===== src/common/dhm_regs.svh =====
// register map, status fields, reset values and address bit meaning of the host mailbox port
`ifndef DHM_REGS_SVH
`define DHM_REGS_SVH

// local core register addresses
`define DHM_KB_STAT_ADDR 8'hAD
`define DHM_KB_DIN_ADDR  8'hAE
`define DHM_KB_DOUT_ADDR 8'hAF
`define DHM_PM_STAT_ADDR 8'hBD
`define DHM_PM_DIN_ADDR  8'hBE
`define DHM_PM_DOUT_ADDR 8'hBF

// status field positions
`define DHM_OBF_BIT 0
`define DHM_IBF_BIT 1
`define DHM_CD_BIT  3

// user status bits 7..4 and 2
`define DHM_USR_MASK 8'hF4

// flag reset value, answer for an unmapped read
`define DHM_FLAG_RESET 1'b0
`define DHM_UNMAPPED   8'h00

// host address bit meaning
`define DHM_A0_DATA 1'b0
`define DHM_A0_STAT 1'b1

`endif


===== src/common/dhm_pkg.sv =====
// types shared by the host mailbox port modules
package dhm_pkg;

  // host access tracker
  typedef enum logic [1:0] {
    DHM_IDLE,
    DHM_READ,
    DHM_WRITE
  } dhm_hst_t;

  // one committed host write
  typedef struct packed {
    logic       pm;
    logic       cmd;
    logic [7:0] data;
  } dhm_hwr_t;

endpackage


===== src/common/dhm_buf_if.sv =====
// valid/ready carrier around the host write buffer
interface dhm_buf_if;
  import dhm_pkg::*;
  logic     in_valid;
  logic     in_ready;
  dhm_hwr_t in_data;
  logic     out_valid;
  logic     out_ready;
  dhm_hwr_t out_data;

  modport buffer (
    input  in_valid,
    output in_ready,
    input  in_data,
    output out_valid,
    input  out_ready,
    output out_data
  );

  modport user (
    output in_valid,
    input  in_ready,
    output in_data,
    input  out_valid,
    output out_ready,
    input  out_data
  );
endinterface


===== src/rtl/dhm_buf.sv =====
// two-entry buffer for committed host writes
module dhm_buf (
  input wire logic ref_clk, // core clock
  input wire logic srst,    // sync reset, active high
  dhm_buf_if.buffer bus     // fill and drain sides
);
  import dhm_pkg::*;

  dhm_hwr_t   mem_q [2];
  logic       wp_q;
  logic       rp_q;
  logic [1:0] cnt_q;
  logic       push;
  logic       pop;

  assign bus.in_ready  = (cnt_q != 2'd2);
  assign bus.out_valid = (cnt_q != 2'd0);
  assign bus.out_data  = mem_q[rp_q];
  assign push          = bus.in_valid & bus.in_ready;
  assign pop           = bus.out_valid & bus.out_ready;

  always_ff @(posedge ref_clk) begin
    if (push) begin
      mem_q[wp_q] <= bus.in_data;
    end
  end

  always_ff @(posedge ref_clk) begin
    if (srst) begin
      wp_q <= 1'b0;
      rp_q <= 1'b0;
    end else begin
      if (push) begin
        wp_q <= ~wp_q;
      end
      if (pop) begin
        rp_q <= ~rp_q;
      end
    end
  end

  always_ff @(posedge ref_clk) begin
    if (srst) begin
      cnt_q <= 2'd0;
    end else if (push && !pop) begin
      cnt_q <= cnt_q + 2'd1;
    end else if (pop && !push) begin
      cnt_q <= cnt_q - 2'd1;
    end
  end
endmodule


===== src/rtl/dhm_port.sv =====
// dual host mailbox port: keyboard and power ports between host bus and core
//
// Contract
// - keyboard select, address 0 reads output data; address 1 reads status.
// - keyboard write at address 0 loads input data, command flag cleared.
// - keyboard write at address 1 loads input data, command flag set.
// - power port decodes the same way with its own registers.
// - both selects high ignores the bus; both low is undefined.
// - three core registers per port, two host locations.
// - core addresses AD/AE/AF and BD/BE/BF; status writable on user bits.
// - input data is read-only to core, write-only to host.
// - host write to input data sets input-full flag.
// - core read of input data clears input-full; reset clears it.
// - input-full drives per-port core interrupt when its enable is set.
// - status bit 3 command, bit 1 input-full, bit 0 output-full.
// - user status bits are core storage, host read-only, reset untouched.
// - command flag read-only, changes only on host writes, no reset.
// - input data registers keep contents over reset, no initial value.
// - core write of output data sets output-full; host read clears it.
// - keyboard output-full drives high host irq, power drives low irq.
`include "dhm_regs.svh"

module dhm_port (
  input  wire logic       ref_clk,                    // core clock, 25 MHz
  input  wire logic       srst,                       // sync reset, active high
  input  wire logic       keyboard_port_select_n,     // host keyboard select
  input  wire logic       power_port_select_n,        // host power select
  input  wire logic       host_addr_bit,              // host address bit
  input  wire logic       host_read_strobe_n,         // host read strobe
  input  wire logic       host_write_strobe_n,        // host write strobe
  input  wire logic [7:0] host_data_in,               // host data bus in
  output logic      [7:0] host_data_out,              // host data bus out
  output logic            host_data_oe,               // host data drive enable
  output logic            host_keyboard_irq,          // keyboard data waiting
  output logic            host_power_irq_n,           // power data waiting
  input  wire logic [7:0] sfr_addr,                   // core register address
  input  wire logic       sfr_wr,                     // core write strobe
  input  wire logic       sfr_rd,                     // core read strobe
  input  wire logic [7:0] sfr_wdata,                  // core write data
  output logic      [7:0] sfr_rdata,                  // core read data
  input  wire logic       keyboard_buffer_irq_enable, // keyboard irq enable
  input  wire logic       power_buffer_irq_enable,    // power irq enable
  output logic            keyboard_buffer_irq,        // keyboard input full irq
  output logic            power_buffer_irq            // power input full irq
);
  import dhm_pkg::*;

  // synchroniser stages
  logic [3:0] sy1_q;
  logic [3:0] sy2_q;
  logic       ksel_s;
  logic       psel_s;
  logic       rd_s;
  logic       wr_s;

  // host access tracker
  dhm_hst_t   hst_q;
  dhm_hst_t   hst_d;
  logic       acc_pm_q;
  logic       acc_a0_q;
  logic [7:0] cap_q;
  dhm_hwr_t   pend_q;
  logic       pend_vld_q;
  logic       sel_ok;
  logic       rd_done;
  logic       wr_done;

  // per-port state
  logic [7:0] din_q  [2];
  logic [7:0] dout_q [2];
  logic [7:0] usr_q  [2];
  logic       cd_q   [2];
  logic       ibf_q  [2];
  logic       obf_q  [2];
  logic       ibf_d  [2];
  logic       obf_d  [2];
  logic [7:0] stat   [2];
  logic       din_rd [2];
  logic       irq_en [2];

  // output flops
  logic [7:0] hdo_q;
  logic       hoe_q;
  logic       kirq_q;
  logic       pirq_n_q;
  logic [7:0] rdata_q;
  logic       kbi_q;
  logic       pbi_q;

  // buffer hookup
  dhm_buf_if  bif ();
  logic       drain;
  logic       core_din_rd;

  always_ff @(posedge ref_clk) begin
    sy1_q <= {keyboard_port_select_n, power_port_select_n,
              host_read_strobe_n, host_write_strobe_n};
    sy2_q <= sy1_q;
  end

  assign ksel_s = sy2_q[3];
  assign psel_s = sy2_q[2];
  assign rd_s   = sy2_q[1];
  assign wr_s   = sy2_q[0];

  // exactly one select low, else bus ignored
  assign sel_ok = ksel_s ^ psel_s;

  assign rd_done = (hst_q == DHM_READ) && rd_s;
  assign wr_done = (hst_q == DHM_WRITE) && wr_s && !pend_vld_q;

  always_comb begin
    hst_d = hst_q;
    case (hst_q)
      DHM_IDLE: begin
        if (sel_ok && !rd_s && wr_s) begin
          hst_d = DHM_READ;
        end else if (sel_ok && !wr_s && rd_s) begin
          hst_d = DHM_WRITE;
        end
      end
      DHM_READ: begin
        if (rd_s) begin
          hst_d = DHM_IDLE;
        end
      end
      DHM_WRITE: begin
        if (wr_done) begin
          hst_d = DHM_IDLE;
        end
      end
      default: begin
        hst_d = DHM_IDLE;
      end
    endcase
  end

  always_ff @(posedge ref_clk) begin
    if (srst) begin
      hst_q <= DHM_IDLE;
    end else begin
      hst_q <= hst_d;
    end
  end

  // latch port and address at strobe start
  always_ff @(posedge ref_clk) begin
    if (srst) begin
      acc_pm_q <= 1'b0;
      acc_a0_q <= 1'b0;
    end else if (hst_q == DHM_IDLE && hst_d != DHM_IDLE) begin
      acc_pm_q <= ksel_s;
      acc_a0_q <= host_addr_bit;
    end
  end

  // data is taken once, as the write strobe is seen
  always_ff @(posedge ref_clk) begin
    if (srst) begin
      cap_q <= 8'h00;
    end else if (hst_q == DHM_IDLE && hst_d == DHM_WRITE) begin
      cap_q <= host_data_in;
    end
  end

  always_ff @(posedge ref_clk) begin
    if (srst) begin
      pend_vld_q <= 1'b0;
      pend_q     <= '0;
    end else if (wr_done) begin
      pend_vld_q <= 1'b1;
      pend_q     <= '{pm: acc_pm_q, cmd: acc_a0_q, data: cap_q};
    end else if (bif.in_ready) begin
      pend_vld_q <= 1'b0;
    end
  end

  // core reading an input data register holds off the drain
  assign core_din_rd = sfr_rd && (sfr_addr == `DHM_KB_DIN_ADDR ||
                                  sfr_addr == `DHM_PM_DIN_ADDR);

  assign bif.in_valid  = pend_vld_q;
  assign bif.in_data   = pend_q;
  assign bif.out_ready = !core_din_rd;
  assign drain         = bif.out_valid && bif.out_ready;

  dhm_buf u_buf (
    .ref_clk (ref_clk),
    .srst    (srst),
    .bus     (bif.buffer)
  );

  assign irq_en[0] = keyboard_buffer_irq_enable;
  assign irq_en[1] = power_buffer_irq_enable;

  // both ports built from one description
  for (genvar p = 0; p < 2; p++) begin : g_port
    localparam logic [7:0] A_ST  = p ? `DHM_PM_STAT_ADDR : `DHM_KB_STAT_ADDR;
    localparam logic [7:0] A_DIN = p ? `DHM_PM_DIN_ADDR : `DHM_KB_DIN_ADDR;
    localparam logic [7:0] A_DO  = p ? `DHM_PM_DOUT_ADDR : `DHM_KB_DOUT_ADDR;
    localparam logic       PM    = p ? 1'b1 : 1'b0;

    logic wr_in;
    logic ho_rd;

    assign wr_in     = drain && (bif.out_data.pm == PM);
    assign din_rd[p] = sfr_rd && (sfr_addr == A_DIN);
    assign ho_rd     = rd_done && (acc_pm_q == PM) && (acc_a0_q == `DHM_A0_DATA);

    always_comb begin
      stat[p]             = usr_q[p] & `DHM_USR_MASK;
      stat[p][`DHM_CD_BIT]  = cd_q[p];
      stat[p][`DHM_IBF_BIT] = ibf_q[p];
      stat[p][`DHM_OBF_BIT] = obf_q[p];
    end

    always_ff @(posedge ref_clk) begin
      if (wr_in) begin
        din_q[p] <= bif.out_data.data;
      end
    end

    // command flag from host writes only
    always_ff @(posedge ref_clk) begin
      if (wr_in) begin
        cd_q[p] <= bif.out_data.cmd;
      end
    end

    always_ff @(posedge ref_clk) begin
      if (sfr_wr && sfr_addr == A_ST) begin
        usr_q[p] <= sfr_wdata & `DHM_USR_MASK;
      end
    end

    // output data, unaffected by reset
    always_ff @(posedge ref_clk) begin
      if (sfr_wr && sfr_addr == A_DO) begin
        dout_q[p] <= sfr_wdata;
      end
    end

    always_comb begin
      ibf_d[p] = ibf_q[p];
      if (din_rd[p]) begin
        ibf_d[p] = 1'b0;
      end
      if (wr_in) begin
        ibf_d[p] = 1'b1;
      end
    end

    always_ff @(posedge ref_clk) begin
      if (srst) begin
        ibf_q[p] <= `DHM_FLAG_RESET;
      end else begin
        ibf_q[p] <= ibf_d[p];
      end
    end

    // core write sets, host read clears
    always_comb begin
      obf_d[p] = obf_q[p];
      if (ho_rd) begin
        obf_d[p] = 1'b0;
      end
      if (sfr_wr && sfr_addr == A_DO) begin
        obf_d[p] = 1'b1;
      end
    end

    always_ff @(posedge ref_clk) begin
      if (srst) begin
        obf_q[p] <= `DHM_FLAG_RESET;
      end else begin
        obf_q[p] <= obf_d[p];
      end
    end
  end

  // host read data, reloaded every cycle of the strobe
  always_ff @(posedge ref_clk) begin
    if (srst) begin
      hdo_q <= 8'h00;
    end else if (hst_d == DHM_READ) begin
      hdo_q <= (host_addr_bit == `DHM_A0_STAT && hst_q == DHM_IDLE) ||
               (acc_a0_q == `DHM_A0_STAT && hst_q == DHM_READ)
               ? stat[hst_q == DHM_IDLE ? ksel_s : acc_pm_q]
               : dout_q[hst_q == DHM_IDLE ? ksel_s : acc_pm_q];
    end
  end

  // drive only during a valid read
  always_ff @(posedge ref_clk) begin
    if (srst) begin
      hoe_q <= 1'b0;
    end else begin
      hoe_q <= (hst_d == DHM_READ);
    end
  end

  always_ff @(posedge ref_clk) begin
    if (srst) begin
      kirq_q   <= 1'b0;
      pirq_n_q <= 1'b1;
    end else begin
      kirq_q   <= obf_d[0];
      pirq_n_q <= ~obf_d[1];
    end
  end

  always_ff @(posedge ref_clk) begin
    if (srst) begin
      kbi_q <= 1'b0;
      pbi_q <= 1'b0;
    end else begin
      kbi_q <= ibf_d[0] & irq_en[0];
      pbi_q <= ibf_d[1] & irq_en[1];
    end
  end

  always_ff @(posedge ref_clk) begin
    if (srst) begin
      rdata_q <= `DHM_UNMAPPED;
    end else if (sfr_rd) begin
      case (sfr_addr)
        `DHM_KB_STAT_ADDR: rdata_q <= stat[0];
        `DHM_KB_DIN_ADDR:  rdata_q <= din_q[0];
        `DHM_KB_DOUT_ADDR: rdata_q <= dout_q[0];
        `DHM_PM_STAT_ADDR: rdata_q <= stat[1];
        `DHM_PM_DIN_ADDR:  rdata_q <= din_q[1];
        `DHM_PM_DOUT_ADDR: rdata_q <= dout_q[1];
        default:           rdata_q <= `DHM_UNMAPPED;
      endcase
    end
  end

  // no core write path into input data
  assign sfr_rdata           = rdata_q;
  assign host_data_out       = hdo_q;
  assign host_data_oe        = hoe_q;
  assign host_keyboard_irq   = kirq_q;
  assign host_power_irq_n    = pirq_n_q;
  assign keyboard_buffer_irq = kbi_q;
  assign power_buffer_irq    = pbi_q;
endmodule


===== config.mk =====
export PLATFORM = sky130hd
export DESIGN_NAME = dhm_port
export DESIGN_NICKNAME = d
export VERILOG_FILES = /design/src/common/dhm_pkg.sv /design/src/common/dhm_buf_if.sv /design/src/rtl/dhm_buf.sv /design/src/rtl/dhm_port.sv
export VERILOG_INCLUDE_DIRS = /design/src /design/src/common
export SDC_FILE = /design/constraint.sdc
export NUM_CORES = 1
export LEC_CHECK = 0
export CAP_MARGIN = 25
export CORE_MARGIN = 2
export CORE_UTILIZATION = 45
export DETAILED_ROUTE_END_ITERATION = 12
export DONT_BUFFER_PORTS = 1
export HOLD_SLACK_MARGIN = 0.06
export SYNTH_ARGS = -nofsm -noshare
export SYNTH_HDL_FRONTEND = slang
export SYNTH_SLANG_ARGS = --single-unit

===== constraint.sdc =====
create_clock -name ref_clk -period 2.6 [get_ports ref_clk]
set_clock_uncertainty 0.05 [all_clocks]
set_input_delay 0.52 -clock ref_clk [delete_from_list [all_inputs] [get_ports ref_clk]]
set_output_delay 0.52 -clock ref_clk [all_outputs]
set_load 0.02 [all_outputs]

* After elaboration in Yosys (flattened, before gate mapping) *
Memory sizes are Yosys's and may differ from the RTL's. A register that Yosys moved wholly into a read port is not among the register bits.
Index checks and enable logic that the tools add are counted.
Widths: inputs -> output; s select.

storage, ports and cells
  memories kept = 7
  register bits = 56
  ROM bits = 0
  output and inout bits = 21
  word-level logic and storage cells = 159
  bits of input ports = 35
  RAM bits = 68
  bits in latches = 0

operators by class
  multipliers = 0
  add/sub/neg operators = 2
  bitwise logic cells = 16
  multiplexer cells = 58
  shift operators = 0
  div/mod/pow operators = 0
  $lt $le $gt $ge = 1
  reductions and logical operators = 44
  equal/unequal tests = 11

memories
  name             depth  width  read ports  clocked after memory_dff  wr ports  RTL line        source
  u_buf.mem_q      2      10     1           1                         1         dhm_buf.sv:9    dhm_hwr_t mem_q [2];
  din_q            2      8      2           0                         1         dhm_port.sv:69  logic [7:0] din_q [2];
  dout_q           2      8      3           0                         1         dhm_port.sv:70  logic [7:0] dout_q [2];
  usr_q            2      5      2           0                         1         dhm_port.sv:71  logic [7:0] usr_q [2];
  cd_q             2      1      2           0                         1         dhm_port.sv:72  logic cd_q [2];
  ibf_q            2      1      2           0                         2         dhm_port.sv:73  logic ibf_q [2];
  1 more memories  n/a    n/a    n/a         n/a                       n/a       n/a

operator list
  kind                 count
  $eq 8x8->1 const B   6
  $mux 8               6
  $pmux 8 s6           1
  $mux 1               43
  $logic_and 1x1->1    27
  $reduce_or 8->1      2
  $mux 2               6
  $reduce_bool 2->1    4
  $logic_not 1->1      6
  $not 1->1            6
  $pmux 2 s3           1
  $mux 5               1
  $reduce_or 5->1      1
  $and 1x1->1          4
  $eq 2x1->1 const B   2
  $eq 2x2->1 const B   2
  $or 1x1->1           4
  $add 2x1->2 const B  1
  $ge 2x2->1 const B   1
  $logic_not 2->1      1
  $logic_or 1x1->1     2
  $ne 2x2->1 const B   1
  $not 1->2            1
  $sub 2x1->2 const B  1
  2 further kinds      2

* Longest topological paths before layout *
Gate-level depths: netlist (run 1).

  depth in word-level cells = 10
  gate-level depth with buffers = 8
  mapped depth without buffers = 7

* Hierarchy *
A second synthesis (run 1) with hierarchy kept.

unflattened totals
  cells, all modules = 394
  area total of the unflattened synthesis = 5059.9 sq um

modules (own cells, without submodules)
  module    instances  area each (sq um)  sequential area each (sq um)  cells each
  dhm_port  1          4119.0             2422.3                        339
  dhm_buf   1          940.9              700.7                         55

* Worst setup path after synthesis (run 1) *
No wires, ideal clock.

  kind = input-to-reg
  start point = input port sfr_addr[6]
  end point = memory usr_q[0][5] (netlist name), enable pin
  arrival time = 1626 ps
  library setup time = 375 ps
  stages = 5
  slack = 549 ps
  data required time = 2175 ps
  buffers on the path = 1
  cell sequence = and3b_1 and2_1 buf_2 nand3_1 nor3b_1

on the way
  word-level cells in the longest chain between the ends = 6
  elaborated cells on any way between the ends = 11
  classes of those cells = 2 x eq/ne; 6 x mux; 3 x reduce/logical

RTL lines
  item                              RTL line         source
  start: declaration                dhm_port.sv:36   input wire logic [7:0] sfr_addr,
  $eq 8x8->1                        dhm_port.sv:231  if (sfr_wr && sfr_addr == A_ST) begin
  $logic_and 1x1->1                 dhm_port.sv:231
  $mux 1                            dhm_port.sv:231
  $mux 1 (no source line)           n/a
  $reduce_or 5->1 (no source line)  n/a
  $mux 1 (no source line)           n/a
  end: declaration                  dhm_port.sv:71

Parallel ways exist; a longest one is shown, timed or not.

==> flow_summary.toml, run 1 <==
[worst_setup_path]
critical_path_arrival_ns = 2.47
worstSetupEndpointType = "flop"
start_kind = "flop"
critPathMaxFanout = 11
rrSetupSlack_ns = 0.49
crit_type = "flop to flop"
cp_data_required_time_ns = 2.95

[flow_run]
maxCapViolCount = 0

[cells_and_area]
syn2layout_area_growth_pct = 15.28
multi_input_area_um2 = 1699
layout.area.seq_um2 = 3123
fin_area_um2 = 5814
finalNetCount = 445
drive_above_1_share = 0.1517
fillers = 958
diodes = 0

[die]
ios = 56
core-area_um2 = 10890
start_util = 0.4632
die_x_um = 109.9
die_height_um = 109.9
fp-row-count = 38
die-area_um2 = 12070

[routing]
route.antenna.remaining_nets = 0
via_count = 2984
drt-vias-per-instance = 5.310
drt-wirelength-per-cell_um = 18.14
drt-initial-drc-count = 162
drc = 0
first_pass_iters = 4
drt_wl_total_mm = 10.20

[timing]
fin_crit_sh = 0.8124
fmax_ghz = 0.4734
tns_ns = 0
slew_headroom = 0.5416
slew_violations = 0
setup_ws_ns = 0.4877
tightest_slew_ns = 0.6851
whs_ns = 0.1016
rsz0062_at_grt = "no"
finalSetupViolCount = 0
final-hold-violation-count = 0
fin_crit_ns = 2.112

[yosys]
yosys.area.top_type = "edfxtp_1"
synth_edf_count = 64
netlist-cell-type-count = 61
netlist_area_um2 = 5044
synth_common_cells = "edfxtp_1 (64), dfxtp_1 (60), mux2i_1 (27)"
syn_inst = 393
synthMostInstantiatedCell = "edfxtp_1"
synth_area_leaders = "edfxtp_1 (38%), dfxtp_1 (24%), mux2i_1 (5.4%)"
syn_nets = 429
postSynthAreaPerCell_um2 = 12.83
yosysTopAreaCellShare = 0.3810
yosysSeqAreaShare = 0.6192
async_flop_share = 0
yosysWarnings = 0
yosys_most_used_dff = "edfxtp_1"
yosys_register_bits = 124

[clocking]
cts_setup_buffers = 0
clk_latency_ns = 0.52
cts-htree-levels = 4
cts_max_path_buffers = 2
cts_tree = "yes"
cts_resized = 0
ctsHoldBuffers = 16
cts_made_buffers = 17
clk_pin_slew_ns = 0.06
cts_sinks = 124
root_buffer = "clkbuf_8"

[grt]
grt_antenna_before_repair = 0
grt_usage = 0.1812
grt_max_degree = 39
overflow = 0
grt_pass1_wl_mm = 15.62
grt_pass1_vias = 2931

[power]
power.total_w = 0.005030
p_comb_frac = 0.103
p_per_area_nw_per_um2 = 865.1
peakVddDrop_mv = 0.4799
p_sw_w = 0.001190
p_clk_frac = 0.429
p_leak_nw = 2.107
intPower_w = 0.003840
p_sw_frac = 0.2367
seqPwrFrac = 0.468

[place]
portBuffers = 0
pre_cts_ws_ns = 0.2543
gp_congestion = 0.7457
dp_hpwl_mm = 6.759
placed_cell_area_um2 = 5095

[worst_hold_path]
min_path_type = "input port to flop"
hp-start = "host_data_in[1]"

[outcome]
status = "completed"
-- kinds of logic after synthesis --
kind of cell / share of synthesized area
flops: 0.6192
compound gates: 0.1119
xor+xnor: 0.01042
fa+ha+maj: 0.002480
mux: 0.1057
buf+inv: 0.04391
simple gates: 0.1064
-- worst max-delay path: stages (launching register included) --
cell	delay, ns
dfxtp_1	0.61
mux2_2	0.41
a21oi_1	0.27
a2111oi_4	0.09
dlygate4sd3_1	0.56
-- path summary, 6_finish.rpt --
check,end,cells after the start
setup / recovery,power_buffer_irq$_SDFF_PP0_,4
hold / removal,cap_q[1]$_SDFFE_PP0P_,2
setup reg to reg,power_buffer_irq$_SDFF_PP0_,4
hold reg to reg,sy2_q[3]$_DFF_P_,0
-- power groups by stage --
stage	sequential (W)	clock, W	combinational [W]
2_1_floorplan	0.00235	0	0.000425
3_3_place_gp	0.00239	0	0.000474
3_5_place_dp	0.00239	0	0.000482
4_1_cts	0.00235	0.00220	0.000525
5_1_grt	0.00237	0.00228	0.000573
6_report	0.00235	0.00216	0.000519
-- metrics by stage --
step | util | instances
after floorplan | - | 393
after global placement | 0.4679 | 514
after detailed placement | 0.4679 | 514
after CTS | 0.5340 | 562
after global routing | 0.5340 | 562
final | 0.5340 | 562
-- area by class of cell --
type                    instances  share of cell area
multi-input cells             229              0.2922
flip-flops and latches        124              0.5371
well taps                     140             0.03013
inverters                      16             0.01033
clock buffers                  24             0.08285
repair buffers                 21             0.03572
clock inverters                 8             0.01162
-- layer usage --
| metal | part of all wire | GRT usage | vias to the layer above |
|---|---|---|---|
| li1 | - | - | 1485 |
| met1 | 0.46 | 0.2350 | 1411 |
| met2 | 0.47 | 0.2774 | 75 |
| met3 | 0.050 | 0.05987 | 13 |
| met4 | 0.019 | 0.07776 | 0 |
| met5 | 0 | 0 | - |
-- placed cells by master, fill, tap and decap left out, types with 4 or more instances in the layout --
cell type | synthesis | final
o211ai_1 | 8 | 8
dlygate4sd3_1 | 0 | 15
and3_1 | 4 | 4
xor2_1 | 4 | 4
edfxtp_1 | 64 | 64
o221ai_1 | 8 | 8
mux2_2 | 12 | 12
mux2i_1 | 27 | 27
nor2b_1 | 5 | 5
buf_4 | 2 | 5
and3_2 | 6 | 6
clkbuf_16 | 0 | 17
mux2_1 | 6 | 6
a22o_1 | 4 | 4
a21boi_0 | 9 | 9
nor2_1 | 26 | 26
a21oi_1 | 21 | 21
dfxtp_1 | 60 | 60
clkbuf_1 | 9 | 4
inv_1 | 16 | 16
a22oi_1 | 4 | 4
nand2_1 | 26 | 26
-- flip-flops by register name, indices dropped and copies added (netlist names), 2 cells and up, named ones only --
register,flops
cap_q,8
host_data_out,8
sy2_q,4
usr_q,10
u_buf.mem_q,20
din_q,16
ibf_q,2
sfr_rdata,8
u_buf.cnt_q,2
dout_q,16
sy1_q,4
bif.in_data,10
cd_q,2
hst_q,2
Power figures use the tool's default switching activity.
==> run 2: changes to the inputs <==
clock period = 2 ns   (was 2.6 ns; I/O delays follow)
==> run 2 against run 1 <==
Effect of this change:
- power increased by 33%
- design area increased by 3.8%
- largest power group unchanged
- sequential power increased by 29%
- via count increased by 5.0%
- largest cell class unchanged
==> flow_summary.toml, run 2 (synthesized netlist as in run 1, its figures left out) <==
[clocking]
cts_made_buffers = 17
cts_max_path_buffers = 2
cts_tree = "yes"
clk_pin_slew_ns = 0.06
root_buffer = "clkbuf_8"
cts_sinks = 124
clk_latency_ns = 0.52
cts-htree-levels = 4

[die]
ios = 56
die_x_um = 109.9
die-area_um2 = 12070
start_util = 0.4632
fp-row-count = 38
die_height_um = 109.9
core-area_um2 = 10890

[cells_and_area]
final_common_cell = "edfxtp_1"
syn2layout_area_growth_pct = 19.67
regMostFlops = "u_buf.mem_q"
largest_reg_flops = 20
diodes = 0
layout_common_cells = "edfxtp_1 (64), dfxtp_1 (59), mux2i_1 (27), dlygate4sd3_1 (27)"
layout.cells.non_filler = 586
reg_top3 = "u_buf.mem_q: 20 flops, din_q: 16 flops, dout_q: 16 flops"
finalNetCount = 469
drive_above_1_share = 0.1794

[worst_setup_path]
critical_path_arrival_ns = 2.31
worstSetupEndpointType = "flop"
cp_data_required_time_ns = 2.42
cp_cell_sequence = "nor2_1 > a41oi_2 > buf_4 > a21oi_1 > a2111oi_4 > dlygate4sd3_1"
crit_type = "flop to flop"
r2r_cells = 6
critPathMaxFanout = 4
max_stage_delay_ns = 0.58
start_kind = "flop"
crit_slowest_cell = "dlygate4sd3_1"

[grt]
grt_antenna_before_repair = 0
grt_max_degree = 40
overflow = 0
grt_pass1_vias = 3101
grt_pass1_wl_mm = 16.52
grt_usage = 0.1895

[place]
portBuffers = 0
dp_hpwl_mm = 7.037
gp_congestion = 0.8052
dp.cells = 526

[timing]
fin_crit_ns = 1.897
rsz0062_at_grt = "no"
tns_ns = 0
finalSetupViolCount = 0
slew_violations = 0
slew_headroom = 0.6813
fin_crit_sh = 0.9486
final-hold-violation-count = 0
fmax_ghz = 0.5271
tightest_slew_ns = 0.4781

[power]
p_per_area_nw_per_um2 = 1108
peakVddDrop_mv = 0.6455
p_leak_nw = 2.226

[routing]
drt-wirelength-per-cell_um = 18.08
drc = 0
drt_wl_total_mm = 10.60
route.antenna.remaining_nets = 0
drt-initial-drc-count = 186
drt-vias-per-instance = 5.345
via_count = 3132
first_pass_iters = 5

[worst_hold_path]
whs_path_depth = 2
min_path_type = "input port to flop"

[flow_run]
maxCapViolCount = 0

[outcome]
status = "completed"
run 2: power by group:
part / total (W) / leakage (nW) / switching, W / internal (W)
registers: 0.00304 / 1.08 / 0.000121 / 0.00291
clock network: 0.00287 / 0.269 / 0.00113 / 0.00174
logic: 0.000783 / 0.881 / 0.000409 / 0.000374
total: 0.00668 / 2.23 / 0.00166 / 0.00502
run 2: worst max-delay path: cells and delay by family, from the launching register on:
family          cells  cell delay [ns]
flops               1             0.36
buf+inv             2             0.74
simple gates        1             0.06
compound gates      3             0.63
run 2: final cells by class:
type | count | area, um2
Sequential cell | 124 | 3124
Tap cell | 140 | 175.2
Multi-Input combinational cell | 229 | 1699
Timing Repair Buffer | 45 | 417.9
Inverter | 16 | 60.06
Clock inverter | 11 | 108.9
Fill cell | 900 | 4852
Clock buffer | 21 | 450.4
run 2: through the flow:
step	power, W	setup WS, ns	hold WS [ns]	utilization	cell area [um2]
2_1_floorplan	0.003607	0.06892	0.2596	-	5044
3_3_place_gp	0.003782	0.1732	0.2605	0.4762	5185
3_5_place_dp	0.003794	0.1285	0.2621	0.4762	5185
4_1_cts	0.006735	0.04083	0.06585	0.5542	6035
5_1_grt	0.006937	0.0005922	0.08249	0.5544	6036
6_report	0.006685	0.1028	0.07920	0.5544	6036
run 2: timing repair:
action / in CTS / in global routing
hold buffers: 28 / 0
hold endpoints to repair: 71 / 0
resized for setup: 0 / 1
buffers inserted: 0 / 0
setup endpoints to repair: 0 / 1
run 2: layer usage:
| layer | global-route usage | up-vias | part of all wire |
|---|---|---|---|
| li1 | - | 1549 | - |
| met1 | 0.2344 | 1463 | 0.44 |
| met2 | 0.2949 | 100 | 0.46 |
| met3 | 0.06402 | 20 | 0.065 |
| met4 | 0.09584 | 0 | 0.029 |
| met5 | 0 | - | 0 |
run 2: path summary, 6_finish.rpt:
check	startpoint	endpoint	slack, ns
worst max-delay path	u_buf.cnt_q[0]$_SDFFE_PP0P_	power_buffer_irq$_SDFF_PP0_	0.10
worst min-delay path	sfr_rd	sfr_rdata[0]$_SDFFE_PP0P_	0.08
worst max register to register	u_buf.cnt_q[0]$_SDFFE_PP0P_	power_buffer_irq$_SDFF_PP0_	0.10
worst min register to register	sy1_q[3]$_DFF_P_	sy2_q[3]$_DFF_P_	0.28
==> run 3: changes to the inputs <==
BUFFER_PORTS_ARGS = -buffer_cell sky130_fd_sc_hd__buf_2   (was not set)
DONT_BUFFER_PORTS = not set   (was 1)
GPL_ROUTABILITY_DRIVEN = 0   (was not set)
==> run 3 against run 2 <==
Effect of this change:
- core utilization rose by 2.0 points
- largest power group unchanged
- fmax rose by 8.0%
- routed wire length rose by 0.18%
- register-to-register slack improved by 0.14 ns
- critical path type unchanged
- first-iteration DRC count fell by 31%
- cell count rose by 8.9%
- die area did not move
- sequential power barely moved
- via count rose by 6.1%
- clock power fell by 5%
- sequential cell count did not move
==> flow_summary.toml, run 3 (synthesized netlist as in run 1, its figures left out) <==
[outcome]
status = "completed"

[die]
start_util = 0.4632
die_height_um = 109.9
ios = 56
die-area_um2 = 12070
core-area_um2 = 10890
fp-row-count = 38
die_x_um = 109.9

[worst_hold_path]
whs_path_depth = 3
min_path_type = "input port to flop"
hp-start = "host_data_in[1]"
min_to = "cap_q[1]$_SDFFE_PP0P_"

[routing]
drt-wirelength-per-cell_um = 16.64
drt_wl_total_mm = 10.61
route.antenna.remaining_nets = 0
first_pass_iters = 4
drt-initial-drc-count = 128
via_count = 3323
drt-vias-per-instance = 5.208
drc = 0

[cells_and_area]
reg_top3 = "u_buf.mem_q: 20 flops, din_q: 16 flops, dout_q: 16 flops"
diodes = 0
syn2layout_area_growth_pct = 24.04
finalNetCount = 521
layout.cells.non_filler = 638
largest_reg_flops = 20
final_common_cell = "edfxtp_1"
drive_above_1_share = 0.2892
layout_common_cells = "edfxtp_1 (64), dfxtp_1 (60), buf_2 (55), mux2i_1 (27)"
fillers = 926
regMostFlops = "u_buf.mem_q"

[worst_setup_path]
cp_cell_sequence = "nor2_1 > a41oi_2 > inv_1 > ha_1 > xor2_1 > or3_1 > a21oi_1"
critPathMaxFanout = 4
reg2reg_to = "u_buf.cnt_q[1]$_SDFFE_PP0P_"
rrSetupSlack_ns = 0.24
critical_path_arrival_ns = 2.15
crit_family = "simple AND/OR/NAND/NOR gates"
start_kind = "flop"
r2r_cells = 7
worstSetupEndpointType = "flop"
r2r-start = "u_buf.cnt_q[0]$_SDFFE_PP0P_"
max_stage_delay_ns = 0.40
crit_type = "flop to flop"
startpoint = "u_buf.cnt_q[0]$_SDFFE_PP0P_"
critPathBufInv = 1
crit_slowest_cell = "dfxtp_1"
cp_data_required_time_ns = 2.39

[grt]
grt_usage = 0.1930
grt_pass1_vias = 3288
overflow = 0
grt_max_degree = 26
grt_antenna_before_repair = 0
grt_pass1_wl_mm = 17.11

[power]
p_leak_nw = 2.447
intPower_w = 0.004881
p_comb_frac = 0.132
p_sw_frac = 0.2630
p_clk_frac = 0.413
p_sw_w = 0.001742
peakVddDrop_mv = 0.6722
seqPwrFrac = 0.455
p_per_area_nw_per_um2 = 1059

[clocking]
cts_sinks = 124
cts_made_buffers = 17
cts_max_path_buffers = 2
cts_tree = "yes"
cts-htree-levels = 4
clk_latency_ns = 0.51
clk_pin_slew_ns = 0.06
root_buffer = "clkbuf_8"

[timing]
rsz0062_at_grt = "no"
fmax_ghz = 0.5691
tightest_slew_ns = 0.5747
final-hold-violation-count = 0
fin_crit_sh = 0.8785
whs_ns = 0.08112
slew_headroom = 0.6169
slew_violations = 0
finalSetupViolCount = 0
fin_crit_ns = 1.757

[place]
portBuffers = 55
dp.cells = 589
dp_hpwl_mm = 7.465

[flow_run]
maxCapViolCount = 0
## run 3: routing by layer
metal / part of all wire / vias to the layer above / global-route usage
met2: 0.50 / 80 / 0.3168
met4: 0.0072 / 0 / 0.06962
li1: - / 1650 / -
met1: 0.45 / 1586 / 0.2490
met5: 0 / - / 0
met3: 0.047 / 7 / 0.04505
## run 3: layout make-up
| class | count | area, um2 | share of cell area |
|---|---|---|---|
| clock inverters | 14 | 112.6 | 0.01800 |
| flip-flops and latches | 124 | 3123 | 0.4992 |
| clock buffers | 18 | 427.9 | 0.06840 |
| well taps | 140 | 175.2 | 0.02800 |
| inverters | 16 | 60.06 | 0.009600 |
| multi-input cells | 229 | 1699 | 0.2716 |
| repair buffers | 97 | 658.1 | 0.1052 |
## run 3: worst reg2reg max path, stage by stage, from the launching register on
cell and delay [ns]:
dfxtp_1 0.40, nor2_1 0.08, a41oi_2 0.20, inv_1 0.11, ha_1 0.22, xor2_1 0.15, or3_1 0.33, a21oi_1 0.14
## run 3: what timing repair did
item / 4_1_cts / 5_1_grt
hold endpoints to repair: 32 / 0
resized for setup: 0 / 0
hold buffers: 17 / 0
buffers inserted: 0 / 0
## run 3: metrics by stage
stage	total power [W]	area, um2	setup WS (ns)	setup TNS [ns]	util
finish	0.006622	6256	0.2429	0	0.5746
global route	0.006919	6256	0.1028	0	0.5746
CTS	0.006694	6256	0.2295	0	0.5746
detailed placement	0.003921	5545	-0.01251	-0.01251	0.5093
global placement	0.003890	5545	0.09126	0	0.5093
floorplan	0.003607	5044	0.06892	0	-
## run 3: power groups by stage
stage	Sequential [W]	Combinational [W]	Clock, W
2_1_floorplan	0.00305	0.000552	0
3_3_place_gp	0.00305	0.000836	0
3_5_place_dp	0.00307	0.000854	0
4_1_cts	0.00301	0.000885	0.00279
5_1_grt	0.00303	0.000970	0.00291
6_report	0.00301	0.000875	0.00274
## run 3: how the worst max path moves through the flow
stage                                  end  depth (start not counted)  slack [ns]
5_1_grt        u_buf.cnt_q[1]$_SDFFE_PP0P_                          7        0.10
2_1_floorplan        usr_q[0][5]$_DFFE_PP_                          5        0.07
3_3_place_gp   u_buf.cnt_q[1]$_SDFFE_PP0P_                          8        0.09
6_report       u_buf.cnt_q[1]$_SDFFE_PP0P_                          7        0.24
3_5_place_dp   u_buf.cnt_q[1]$_SDFFE_PP0P_                          8       -0.01
4_1_cts        u_buf.cnt_q[1]$_SDFFE_PP0P_                          7        0.23
